[src/hdl/pmc_defines.svh]
// register offsets, field positions and reset values of the pwm master control block
`ifndef PMC_DEFINES_SVH
`define PMC_DEFINES_SVH

`define PMC_OFF_CTL 6'h00
`define PMC_OFF_SYNC 6'h04
`define PMC_OFF_ENABLE 6'h08
`define PMC_OFF_INVERT 6'h0c
`define PMC_OFF_FAULT 6'h10
`define PMC_OFF_INTEN 6'h14
`define PMC_OFF_RIS 6'h18
`define PMC_OFF_ISC 6'h1c
`define PMC_OFF_STATUS 6'h20

`define PMC_BIT_COMMIT 0
`define PMC_BIT_RESYNC 0
`define PMC_BIT_OUT_A 0
`define PMC_BIT_OUT_B 1
`define PMC_BIT_GEN_INT 0
`define PMC_BIT_FAULT_INT 16
`define PMC_BIT_FAULT_IN 0

`define PMC_RST_BIT 1'h0
`define PMC_RST_PAIR 2'h0
`define PMC_RST_WORD 32'h0000_0000

`endif

[src/hdl/pmc_pkg.sv]
// types shared by the pwm master control block
package pmc_pkg;
  typedef enum logic [1:0] {
    PMC_IDLE = 2'b00,
    PMC_ACK = 2'b01
  } pmc_bus_e;
endpackage

[src/hdl/pmc_master_ctrl.sv]
// pwm module master control: commit, resync, output conditioning and interrupt summary
`timescale 1ns/1ps
`include "pmc_defines.svh"

module pmc_master_ctrl (
  input wire logic clk_i, // 200 mhz system clock
  input wire logic rst_i, // synchronous reset, active high
  input wire logic wb_cyc_i, // wishbone cycle
  input wire logic wb_stb_i, // wishbone strobe
  input wire logic wb_we_i, // wishbone write enable
  input wire logic [5:0] wb_adr_i, // wishbone byte address
  input wire logic [3:0] wb_sel_i, // wishbone byte selects
  input wire logic [31:0] wb_dat_i, // wishbone write data
  output logic [31:0] wb_dat_o, // wishbone read data
  output logic wb_ack_o, // wishbone acknowledge
  output logic wb_err_o, // wishbone error on unmapped address
  input wire logic fault_pin_i, // external fault pin, async
  input wire logic debug_stall_i, // debugger stall, same clock
  input wire logic waveform_a_i, // raw waveform a from generator
  input wire logic waveform_b_i, // raw waveform b from generator
  input wire logic generator_int_i, // generator interrupt state
  input wire logic counter_zero_i, // generator counter at zero
  output logic commit_apply_o, // apply queued updates this cycle
  output logic counter_reset_o, // reset generator counter this cycle
  output logic fault_cond_o, // fault condition to generator
  output logic waveform_out_a_o, // conditioned pin a
  output logic waveform_out_b_o, // conditioned pin b
  output logic module_int_o // interrupt to controller
);

  // ----------------------------------------------------------------
  // fault pin synchroniser
  // ----------------------------------------------------------------
  logic fault_meta_q;
  logic fault_sync_q;
  always_ff @(posedge clk_i) begin
    if (rst_i) begin
      fault_meta_q <= `PMC_RST_BIT;
      fault_sync_q <= `PMC_RST_BIT;
    end else begin
      fault_meta_q <= fault_pin_i;
      fault_sync_q <= fault_meta_q;
    end
  end

  // ----------------------------------------------------------------
  // bus decode
  // ----------------------------------------------------------------
  pmc_pkg::pmc_bus_e bus_q;
  logic [31:0] rdata_d;
  logic hit_d;
  wire req_w = wb_cyc_i & wb_stb_i & (bus_q == pmc_pkg::PMC_IDLE);
  wire wr_w = req_w & wb_we_i & hit_d;
  wire [5:0] off_w = {wb_adr_i[5:2], 2'b00};
  wire lane0_w = wb_sel_i[0];
  wire lane2_w = wb_sel_i[2];
  wire wr_ctl_w = wr_w & (off_w == `PMC_OFF_CTL) & lane0_w;
  wire wr_sync_w = wr_w & (off_w == `PMC_OFF_SYNC) & lane0_w;
  wire wr_en_w = wr_w & (off_w == `PMC_OFF_ENABLE) & lane0_w;
  wire wr_inv_w = wr_w & (off_w == `PMC_OFF_INVERT) & lane0_w;
  wire wr_flt_w = wr_w & (off_w == `PMC_OFF_FAULT) & lane0_w;
  wire wr_ie_w = wr_w & (off_w == `PMC_OFF_INTEN);
  wire wr_isc_w = wr_w & (off_w == `PMC_OFF_ISC) & lane2_w;

  // ----------------------------------------------------------------
  // control registers
  // ----------------------------------------------------------------
  logic commit_q;
  logic resync_q;
  logic [1:0] enable_q;
  logic [1:0] invert_q;
  logic [1:0] force_q;
  logic ie_fault_q;
  logic ie_gen_q;
  logic fault_int_q;

  wire commit_fire_w = commit_q & counter_zero_i;
  wire fault_cond_w = fault_sync_q | debug_stall_i;

  always_ff @(posedge clk_i) begin
    if (rst_i) begin
      commit_q <= `PMC_RST_BIT;
    end else if (wr_ctl_w & wb_dat_i[`PMC_BIT_COMMIT]) begin
      commit_q <= 1'b1;
    end else if (commit_fire_w) begin
      commit_q <= 1'b0;
    end
  end

  always_ff @(posedge clk_i) begin
    if (rst_i) begin
      resync_q <= `PMC_RST_BIT;
    end else if (wr_sync_w & wb_dat_i[`PMC_BIT_RESYNC]) begin
      resync_q <= 1'b1;
    end else begin
      resync_q <= 1'b0;
    end
  end

  always_ff @(posedge clk_i) begin
    if (rst_i) begin
      enable_q <= `PMC_RST_PAIR;
      invert_q <= `PMC_RST_PAIR;
      force_q <= `PMC_RST_PAIR;
      ie_fault_q <= `PMC_RST_BIT;
      ie_gen_q <= `PMC_RST_BIT;
    end else begin
      if (wr_en_w) enable_q <= wb_dat_i[1:0];
      if (wr_inv_w) invert_q <= wb_dat_i[1:0];
      if (wr_flt_w) force_q <= wb_dat_i[1:0];
      if (wr_ie_w & lane2_w) ie_fault_q <= wb_dat_i[`PMC_BIT_FAULT_INT];
      if (wr_ie_w & lane0_w) ie_gen_q <= wb_dat_i[`PMC_BIT_GEN_INT];
    end
  end

  // latch fault, set wins over clear
  wire fault_clr_w = wr_isc_w & wb_dat_i[`PMC_BIT_FAULT_INT];
  always_ff @(posedge clk_i) begin
    if (rst_i) begin
      fault_int_q <= `PMC_RST_BIT;
    end else if (fault_sync_q) begin
      fault_int_q <= 1'b1;
    end else if (fault_clr_w) begin
      fault_int_q <= 1'b0;
    end
  end

  // ----------------------------------------------------------------
  // output conditioning
  // ----------------------------------------------------------------
  function automatic logic cond_out(input logic wave, input logic en, input logic frc,
                                    input logic inv, input logic flt);
    logic gated;
    logic forced;
    begin
      gated = wave & en;
      forced = gated & ~(frc & flt);
      cond_out = forced ^ inv;
    end
  endfunction

  wire pin_a_d = cond_out(waveform_a_i, enable_q[`PMC_BIT_OUT_A], force_q[`PMC_BIT_OUT_A],
                          invert_q[`PMC_BIT_OUT_A], fault_cond_w);
  wire pin_b_d = cond_out(waveform_b_i, enable_q[`PMC_BIT_OUT_B], force_q[`PMC_BIT_OUT_B],
                          invert_q[`PMC_BIT_OUT_B], fault_cond_w);

  wire int_d = (fault_int_q & ie_fault_q) | (generator_int_i & ie_gen_q);

  // ----------------------------------------------------------------
  // read mux
  // ----------------------------------------------------------------
  always_comb begin
    rdata_d = `PMC_RST_WORD;
    hit_d = 1'b1;
    case (off_w)
      `PMC_OFF_CTL: rdata_d[`PMC_BIT_COMMIT] = commit_q;
      `PMC_OFF_SYNC: rdata_d[`PMC_BIT_RESYNC] = resync_q;
      `PMC_OFF_ENABLE: rdata_d[1:0] = enable_q;
      `PMC_OFF_INVERT: rdata_d[1:0] = invert_q;
      `PMC_OFF_FAULT: rdata_d[1:0] = force_q;
      `PMC_OFF_INTEN: begin
        rdata_d[`PMC_BIT_FAULT_INT] = ie_fault_q;
        rdata_d[`PMC_BIT_GEN_INT] = ie_gen_q;
      end
      `PMC_OFF_RIS: begin
        rdata_d[`PMC_BIT_FAULT_INT] = fault_int_q;
        rdata_d[`PMC_BIT_GEN_INT] = generator_int_i;
      end
      `PMC_OFF_ISC: begin
        rdata_d[`PMC_BIT_FAULT_INT] = fault_int_q & ie_fault_q;
        rdata_d[`PMC_BIT_GEN_INT] = generator_int_i & ie_gen_q;
      end
      `PMC_OFF_STATUS: rdata_d[`PMC_BIT_FAULT_IN] = fault_sync_q;
      default: hit_d = 1'b0;
    endcase
  end

  // ----------------------------------------------------------------
  // bus answer and registered outputs
  // ----------------------------------------------------------------
  always_ff @(posedge clk_i) begin
    if (rst_i) begin
      bus_q <= pmc_pkg::PMC_IDLE;
      wb_ack_o <= 1'b0;
      wb_err_o <= 1'b0;
      wb_dat_o <= `PMC_RST_WORD;
    end else begin
      case (bus_q)
        pmc_pkg::PMC_IDLE: begin
          wb_ack_o <= req_w & hit_d;
          wb_err_o <= req_w & ~hit_d;
          wb_dat_o <= rdata_d;
          if (req_w) bus_q <= pmc_pkg::PMC_ACK;
        end
        pmc_pkg::PMC_ACK: begin
          wb_ack_o <= 1'b0;
          wb_err_o <= 1'b0;
          bus_q <= pmc_pkg::PMC_IDLE;
        end
        default: bus_q <= pmc_pkg::PMC_IDLE;
      endcase
    end
  end

  always_ff @(posedge clk_i) begin
    if (rst_i) begin
      commit_apply_o <= 1'b0;
      counter_reset_o <= 1'b0;
      fault_cond_o <= 1'b0;
      waveform_out_a_o <= 1'b0;
      waveform_out_b_o <= 1'b0;
      module_int_o <= 1'b0;
    end else begin
      commit_apply_o <= commit_fire_w;
      counter_reset_o <= wr_sync_w & wb_dat_i[`PMC_BIT_RESYNC];
      fault_cond_o <= fault_cond_w;
      waveform_out_a_o <= pin_a_d;
      waveform_out_b_o <= pin_b_d;
      module_int_o <= int_d;
    end
  end

endmodule

[config.mk]
export PLATFORM = sky130hd
export DESIGN_NAME = pmc_master_ctrl
export DESIGN_NICKNAME = d
export VERILOG_FILES = /design/src/hdl/pmc_pkg.sv /design/src/hdl/pmc_master_ctrl.sv
export VERILOG_INCLUDE_DIRS = /design/src /design/src/hdl
export SDC_FILE = /design/constraint.sdc
export NUM_CORES = 1
export LEC_CHECK = 0
export ABC_AREA = 1
export BUFFER_PORTS_ARGS = -buffer_cell sky130_fd_sc_hd__buf_2
export CORE_MARGIN = 5
export CORE_UTILIZATION = 44
export DETAILED_ROUTE_END_ITERATION = 10
export HOLD_SLACK_MARGIN = 0.1
export PLACE_DENSITY_LB_ADDON = 0.12
export SYNTH_ARGS = -nofsm -noshare
export SYNTH_HDL_FRONTEND = slang
export SYNTH_SLANG_ARGS = --single-unit
[constraint.sdc]
create_clock -name clk_i -period 2.25 [get_ports clk_i]
set_clock_uncertainty 0.2 [all_clocks]
set_input_delay 0.3375 -clock clk_i [delete_from_list [all_inputs] [get_ports clk_i]]
set_output_delay 0.3375 -clock clk_i [all_outputs]
set_load 0.005 [all_outputs]
==> results_tabular.tex, run 1 <==
\begin{tabular}{lr}
\hline
Metric & Value \\
\hline
\multicolumn{2}{l}{\textbf{Synthesis}} \\
\quad Post-synthesis async set-or-reset flop share & 0\% \\
\quad Post-synth top flop & dfxtp\_1 \\
\quad Sequential area share after synthesis & roughly 36\% \\
\quad Per-instance average area after synthesis & $\sim$7.4 sq um \\
\quad Count of mapped cells out of synthesis & between 150 and 200 \\
\quad Synth area leader & dfxtp\_1 \\
\quad Leading cell types by total area after synthesis & dfxtp\_1, buf\_4, nand2\_1 \\
\quad Post-synthesis instance area & between 0.001 and 0.0015 sq mm \\
\quad Total number of yosys warnings & 0 \\
\quad Number of enable flip-flop cells after synthesis & 0 \\
\quad Area fraction of the dominant cell type after synthesis & a little over a third \\
\quad Number of distinct library cells after synthesis & 26 \\
\quad Flop and latch count out of synthesis & 24 \\
\multicolumn{2}{l}{\textbf{Power and ir drop}} \\
\quad Sequential group share of total power & around three fifths \\
\quad Logic pwr share & 13.8\% \\
\quad Post-layout total power & approximately 0.7 mW \\
\quad Max VDD drop & roughly 270 uV \\
\quad Net switching power & $\sim$0.19 mW \\
\quad Leak Pwr & $\sim$0.71 nW \\
\quad Internal Pwr Total & 0.529 mW \\
\quad Fraction of power spent switching nets & between 20\% and 30\% \\
\quad Part of the power in the clock network & 25.7\% \\
\quad Total power divided by cell area & 489 mW/mm\^{}2 \\
\multicolumn{2}{l}{\textbf{GRT}} \\
\quad Number of antenna violations at the first check in global routing & 0 \\
\quad Wire length of the first global-routing pass & around 4.3 mm \\
\quad Global routing usage summed across all routing layers & about an eighth \\
\quad Largest net degree at the start of global routing & 15 \\
\quad Number of global-route vias before repair & 945 \\
\quad Grt total ovfl & 0 \\
\multicolumn{2}{l}{\textbf{Cells and area}} \\
\quad Area of combinational cells with multiple inputs & about 660 sq um \\
\quad Leading cell type in the layout, fill and taps excluded & buf\_2 \\
\quad Highest-count cells in the layout ignoring fill and taps & buf\_2, conb\_1, nand2\_1 \\
\quad Final \#Nets & 270 \\
\quad Fraction of final layout cells sized beyond drive strength 1 & about a quarter \\
\quad Fill cell count & approximately 320 \\
\quad Storage cell area & 480 sq um \\
\quad Antenna diode count & 0 \\
\quad Area added between synthesis and finish & 11.1\% \\
\multicolumn{2}{l}{\textbf{Die}} \\
\quad Placement Rows & 20 \\
\quad Floorplan die width & 64.9 um \\
\quad Effective utilization at floorplan & 44.5\% \\
\quad Die Outline Area & 0.00421 sq mm \\
\quad Die Y & 64.9 um \\
\quad Number of top-level pins & 93 \\
\quad Core Region & just under 0.003 sq mm \\
\multicolumn{2}{l}{\textbf{Clocking}} \\
\quad CTS-repair resized insts & 0 \\
\quad Clock transition at the registers of the reported paths & between 0.1 and 0.15 ns \\
\quad Number of levels the H-tree was split into & 1 \\
\quad Hold buffers post-CTS & 5 \\
\quad Root buf cell & clkbuf\_4 \\
\quad Clk sink count & 24 \\
\quad TritonCTS clock tree & done \\
\quad Clk\_lat worst skew & 0.31 ns \\
\quad Clock buffers created by TritonCTS & 3 \\
\quad Maximum root-to-sink buffer count & 2 \\
\quad Post-CTS Setup Bufs & 0 \\
\multicolumn{2}{l}{\textbf{Setup path}} \\
\quad Buffering stage count on the worst path with inverters included & 1 \\
\quad Crit Path Class & register to register \\
\quad Arrival time at the worst endpoint & roughly 1.7 ns \\
\quad Required time of the critical path & approximately 2.3 ns \\
\quad Cell at the slowest stage of the critical path & dfxtp\_1 \\
\quad Cells along the critical path & inv\_2, nand3\_1, nor2\_2, nand2\_4, nor2\_8, nand2\_2, o21ai\_1, nor2\_1 \\
\quad Crit path max-delay family & simple AND/OR/NAND/NOR gates \\
\quad Element type at the critical path end & register \\
\quad Worst Setup Start Kind & register \\
\quad Largest fanout on the critical path & 10 \\
\quad Slowest cell delay on critical path & 0.34 ns \\
\multicolumn{2}{l}{\textbf{Place}} \\
\quad Last weighted congestion value of the routability-driven placer & roughly 0.84 \\
\quad Total of buffers placed on input and output ports & 30 \\
\quad Dpl hpwl & $\sim$2.2 mm \\
\multicolumn{2}{l}{\textbf{Hold path}} \\
\quad Path type of the worst min-delay path & input pin to register \\
\multicolumn{2}{l}{\textbf{Routing}} \\
\quad Total length of routed wires & about 2.8 mm \\
\quad Detailed-route vias per instance & between 4 and 5 \\
\quad WL per Instance & roughly 11 um \\
\quad DR DRC count & 0 \\
\quad Initial DRT Pass Iterations & 4 \\
\quad Remaining number of nets flagged by the antenna check after routing & 0 \\
\quad Number of DRC violations after detailed-routing iteration 0 & between 80 and 90 \\
\quad Vias after detailed routing & 1155 \\
\multicolumn{2}{l}{\textbf{STA}} \\
\quad Crit share post-route & about three quarters \\
\quad Fin Setup TNS & 0 ns \\
\quad F\_max & about 600 MHz \\
\quad Final-report max-slew violation count & 0 \\
\quad Unrepaired setup endpoints after global routing & no \\
\quad Setup violation total in the final timing report & 0 \\
\quad Worst slew pin tran & between 0.5 and 0.6 ns \\
\quad Max-slew headroom at the worst pin & between 60 and 70\% \\
\quad Crit path time final & roughly 1.7 ns \\
\quad Final number of hold-violating endpoints & 0 \\
\quad Hold slack & approximately 0.11 ns \\
\multicolumn{2}{l}{\textbf{Run status}} \\
\quad Status & completed \\
\multicolumn{2}{l}{\textbf{Flow run}} \\
\quad Max-cap viol count & 0 \\
\hline
\end{tabular}
-- logic make-up (layout without fill, tap and decap cells) --
kind of cell              count (synthesis)  in the layout  share of synthesized area (%)
and+or+nand+nor                          83             83                           31.3
buffers and inverters                    47             55                           21.5
DFF                                      24             24                           36.3
AOI/OAI and AO/OA                        22             22                           9.35
xor gates and xnor gates                  2              2                           1.32
other                                     1             29                          0.283
-- layout make-up --
type / instances / area share (%)
sequential: 24 / 32.6
timing repair buffer: 35 / 13.6
inverter: 17 / 4.33
clock buffer: 3 / 1.53
multi-input combinational: 136 / 45.1
tap: 33 / 2.80
-- tightest hold or removal path, stage by stage --
cell,delay (ns)
buf_2,0.12
o21ai_1,0.07
nor2_1,0.07
-- cells in the mapped netlist, types with 2 or more instances --
cell type,number
a21oi_1,9
a41oi_1,2
buf_4,29
dfxtp_1,24
inv_1,11
inv_2,6
nand2_1,26
nand2_2,5
nand3_1,16
nor2_1,21
nor2_2,3
nor2_4,2
nor3_1,3
nor3_2,2
o21ai_0,2
o21ai_1,7
xor2_1,2
-- metal layers --
| metal | part of all wire [%] | wire [um] | vias to the layer above | track usage [%] |
|---|---|---|---|---|
| met1 | 39 | 1090 | 526 | 16.5 |
| met3 | 9.4 | 259 | 0 | 4.33 |
| met2 | 51 | 1410 | 40 | 22.2 |
| met5 | 0 | 0 | - | 0 |
| met4 | 0 | 0 | 0 | 1.58 |
| li1 | - | - | 589 | - |
-- per-stage QoR --
stage,instances,utilization (%),worst slack (ns),instance area [sq um]
after floorplan,207,-,0.831,1430
after global placement,240,47.0,0.592,1400
after detailed placement,240,47.0,0.573,1400
after CTS,248,49.5,0.588,1470
after global routing,248,49.5,0.436,1470
final,248,49.5,0.595,1470
-- sequential cells by signal, indices dropped and copies added, names as in the netlist, 2 cells and up --
signal and count:
enable_q 2, wb_dat_o 3, invert_q 2, force_q 2
-- worst paths after layout --
kind | from | to | slack, ns | depth (start not counted)
max | bus_q[0]$_SDFFE_PP0P_ | force_q[1]$_SDFFE_PP0P_ | 0.59 | 8
min | wb_dat_i[0] | enable_q[0]$_SDFFE_PP0P_ | 0.11 | 3
max reg2reg | bus_q[0]$_SDFFE_PP0P_ | force_q[1]$_SDFFE_PP0P_ | 0.59 | 8
min reg2reg | fault_meta_q$_SDFF_PP0_ | fault_sync_q$_SDFF_PP0_ | 0.21 | 2
-- power groups by stage --
stage	combinational [mW]	sequential, mW	clock [mW]
5_1_grt	0.113	0.437	0.216
4_1_cts	0.0987	0.436	0.193
2_1_floorplan	0.0893	0.445	0
3_3_place_gp	0.0904	0.445	0
3_5_place_dp	0.0917	0.445	0
6_report	0.0993	0.435	0.185
(Power assumes the default switching activity.)
==> inputs of run 2 (changes only) <==
- CORE_UTILIZATION: 44 -> 41
- clock period: 2.25 -> 1.55 ns (I/O delays scaled with it)
==> results_tabular.tex, run 2 (synthesized netlist as in run 1, its figures left out) <==
\begin{tabular}{lr}
\hline
Metric & Value \\
\hline
\multicolumn{2}{l}{\textbf{Run status}} \\
\quad Status & completed \\
\multicolumn{2}{l}{\textbf{GRT}} \\
\quad Number of antenna violations at the first check in global routing & 0 (unchanged) \\
\quad Global routing usage summed across all routing layers & 14.1\% (+1.0 points) \\
\quad Number of global-route vias before repair & 1095 (+16\%) \\
\quad Grt total ovfl & 0 (unchanged) \\
\quad Wire length of the first global-routing pass & 4.85 mm (+12\%) \\
\quad Largest net degree at the start of global routing & 15 (unchanged) \\
\multicolumn{2}{l}{\textbf{Die}} \\
\quad Core Region & 0.00308 sq mm (+3.4\%) \\
\quad Placement Rows & 20 (unchanged) \\
\quad Floorplan die width & 66.9 um (+3.0\%) \\
\quad Number of top-level pins & 93 (unchanged) \\
\quad Effective utilization at floorplan & 43.0\% (-1.4 points) \\
\quad Die Outline Area & 0.00447 sq mm (+6.2\%) \\
\quad Die Y & 66.9 um (+3.0\%) \\
\multicolumn{2}{l}{\textbf{Routing}} \\
\quad Initial DRT Pass Iterations & 4 (unchanged) \\
\quad Number of DRC violations after detailed-routing iteration 0 & 36 (-56\%) \\
\quad Total length of routed wires & 3.14 mm (+14\%) \\
\quad DR DRC count & 0 (unchanged) \\
\quad Remaining number of nets flagged by the antenna check after routing & 0 (unchanged) \\
\quad WL per Instance & 11.1 um (+0.23\%) \\
\quad Detailed-route vias per instance & 4.34 (-6.8\%) \\
\quad Vias after detailed routing & 1224 (+6.0\%) \\
\multicolumn{2}{l}{\textbf{Cells and area}} \\
\quad Fraction of final layout cells sized beyond drive strength 1 & 29.4\% (+4.3 points) \\
\quad Storage cell area & 482 sq um (+0.26\%) \\
\quad Fill cell count & 326 (+3.5\%) \\
\quad Antenna diode count & 0 (unchanged) \\
\quad Area of combinational cells with multiple inputs & 677 sq um (+1.9\%) \\
\quad Final \#Nets & 292 (+8.1\%) \\
\quad Area added between synthesis and finish & 30.3\% \\
\quad Flip-flop count of the largest register, all copies and words added & 3 (unchanged) \\
\quad Non-Filler Instances & 282 (+14\%) \\
\quad Core utilization of the finished layout & 56.1\% (+6.6 points) \\
\quad Final non-filler cell area & 0.00173 sq mm (+17\%) \\
\quad Leading cell type in the layout, fill and taps excluded & buf\_2 \\
\quad Top register by number of flip-flops & wb\_dat\_o \\
\quad Highest-count cells in the layout ignoring fill and taps & buf\_2, conb\_1, nand2\_1 \\
\multicolumn{2}{l}{\textbf{Place}} \\
\quad Area after DPL & 0.00149 sq mm (+6.3\%) \\
\quad Inst Count DP & 261 (+8.8\%) \\
\quad Total of buffers placed on input and output ports & 30 (unchanged) \\
\quad Dpl hpwl & 2.46 mm (+11\%) \\
\quad Last weighted congestion value of the routability-driven placer & 0.799 (-4.8\%) \\
\quad Pre-CTS setup slack & 0.0594 ns (-0.514 ns) \\
\multicolumn{2}{l}{\textbf{Hold path}} \\
\quad HP Start & wb\_stb\_i \\
\quad Path type of the worst min-delay path & input pin to register \\
\multicolumn{2}{l}{\textbf{Power and ir drop}} \\
\quad Total power divided by cell area & 737 mW/mm\^{}2 (+51\%) \\
\quad Leak Pwr & 0.844 nW (+18\%) \\
\quad Max VDD drop & 545 uV (+100\%) \\
\multicolumn{2}{l}{\textbf{STA}} \\
\quad Hold slack & 0.0884 ns (-0.0265 ns) \\
\quad Unrepaired setup endpoints after global routing & yes \\
\quad F\_max & slightly below 700 MHz \\
\quad Final worst setup slack & 0.0973 ns (-0.498 ns) \\
\quad Crit path time final & between 1 and 1.5 ns \\
\quad Crit share post-route & a little over nine tenths \\
\quad Final-report max-slew violation count & 0 (unchanged) \\
\quad Setup violation total in the final timing report & 0 (unchanged) \\
\quad Final number of hold-violating endpoints & 0 (unchanged) \\
\multicolumn{2}{l}{\textbf{Setup path}} \\
\quad Required time of the critical path & 1.58 ns (-0.68 ns) \\
\quad Worst Setup Start Kind & input pin \\
\quad Startpoint of the worst-slack reg-to-reg timing path & bus\_q[0]\$\_SDFFE\_PP0P\_ \\
\quad Crit Path Class & input pin to register \\
\quad Largest fanout on the critical path & 1 (-9) \\
\quad Element type at the critical path end & register \\
\quad Arrival time at the worst endpoint & 1.48 ns (-0.19 ns) \\
\quad Crit. Startpoint & fault\_pin\_i \\
\multicolumn{2}{l}{\textbf{Clocking}} \\
\quad Clock buffers created by TritonCTS & 3 (unchanged) \\
\quad Maximum root-to-sink buffer count & 2 (unchanged) \\
\quad Clk sink count & 24 (unchanged) \\
\quad TritonCTS clock tree & done \\
\quad Clock transition at the registers of the reported paths & 0.14 ns (about the same) \\
\quad Root buf cell & clkbuf\_4 \\
\quad Number of levels the H-tree was split into & 1 (unchanged) \\
\quad Clk\_lat worst skew & 0.32 ns (about the same) \\
\quad Hold buffers post-CTS & 15 (+10) \\
\multicolumn{2}{l}{\textbf{Flow run}} \\
\quad Max-cap viol count & 0 (unchanged) \\
\hline
\end{tabular}
[run 2: per-stage QoR]
stage / power, mW / TNS (ns)
global route: 1.33 / -0.0197
detailed placement: 0.796 / 0
CTS: 1.27 / 0
finish: 1.27 / 0
global placement: 0.794 / 0
floorplan: 0.775 / 0
[run 2: critical path: stages]
cell and delay, ns:
dlygate4sd3_1 0.52, buf_2 0.11, inv_1 0.04, nor2_1 0.03, dlygate4sd3_1 0.54
[run 2: path summary, 6_finish.rpt]
| kind | end | slack, ns | cells after the start |
|---|---|---|---|
| hold / removal | bus_q[0]$_SDFFE_PP0P_ | 0.09 | 4 |
| hold reg to reg | fault_sync_q$_SDFF_PP0_ | 0.22 | 2 |
| setup reg to reg | ie_gen_q$_SDFFE_PP0P_ | 0.1 | 9 |
| setup / recovery | fault_meta_q$_SDFF_PP0_ | 0.1 | 5 |
[run 2: area by class of cell]
cell class | instances | area share (%)
Clock inverter | 1 | 1.74
Multi-Input combinational cell | 136 | 39.2
Inverter | 17 | 3.70
Sequential cell | 24 | 27.9
Clock buffer | 3 | 1.30
Tap cell | 44 | 3.19
Timing Repair Buffer | 57 | 23.0
[run 2: per-layer routing]
| layer | vias to the layer above | wire length, um | track usage (%) |
|---|---|---|---|
| met3 | 4 | 160 | 3.88 |
| met4 | 0 | 40 | 2.28 |
| met5 | - | 0 | 0 |
| li1 | 636 | - | - |
| met1 | 553 | 1330 | 17.2 |
| met2 | 31 | 1610 | 25.0 |
[run 2: what timing repair did]
action,in CTS,in global routing
resized for setup,0,8
setup buffers,0,2
endpoints found under the setup margin,0,3
endpoints found under the hold margin,23,2
[run 2: power breakdown]
group | internal, mW | switching, mW
sequential | 0.627 | 0.00558
clock | 0.262 | 0.189
combinational | 0.0847 | 0.104
total | 0.974 | 0.298
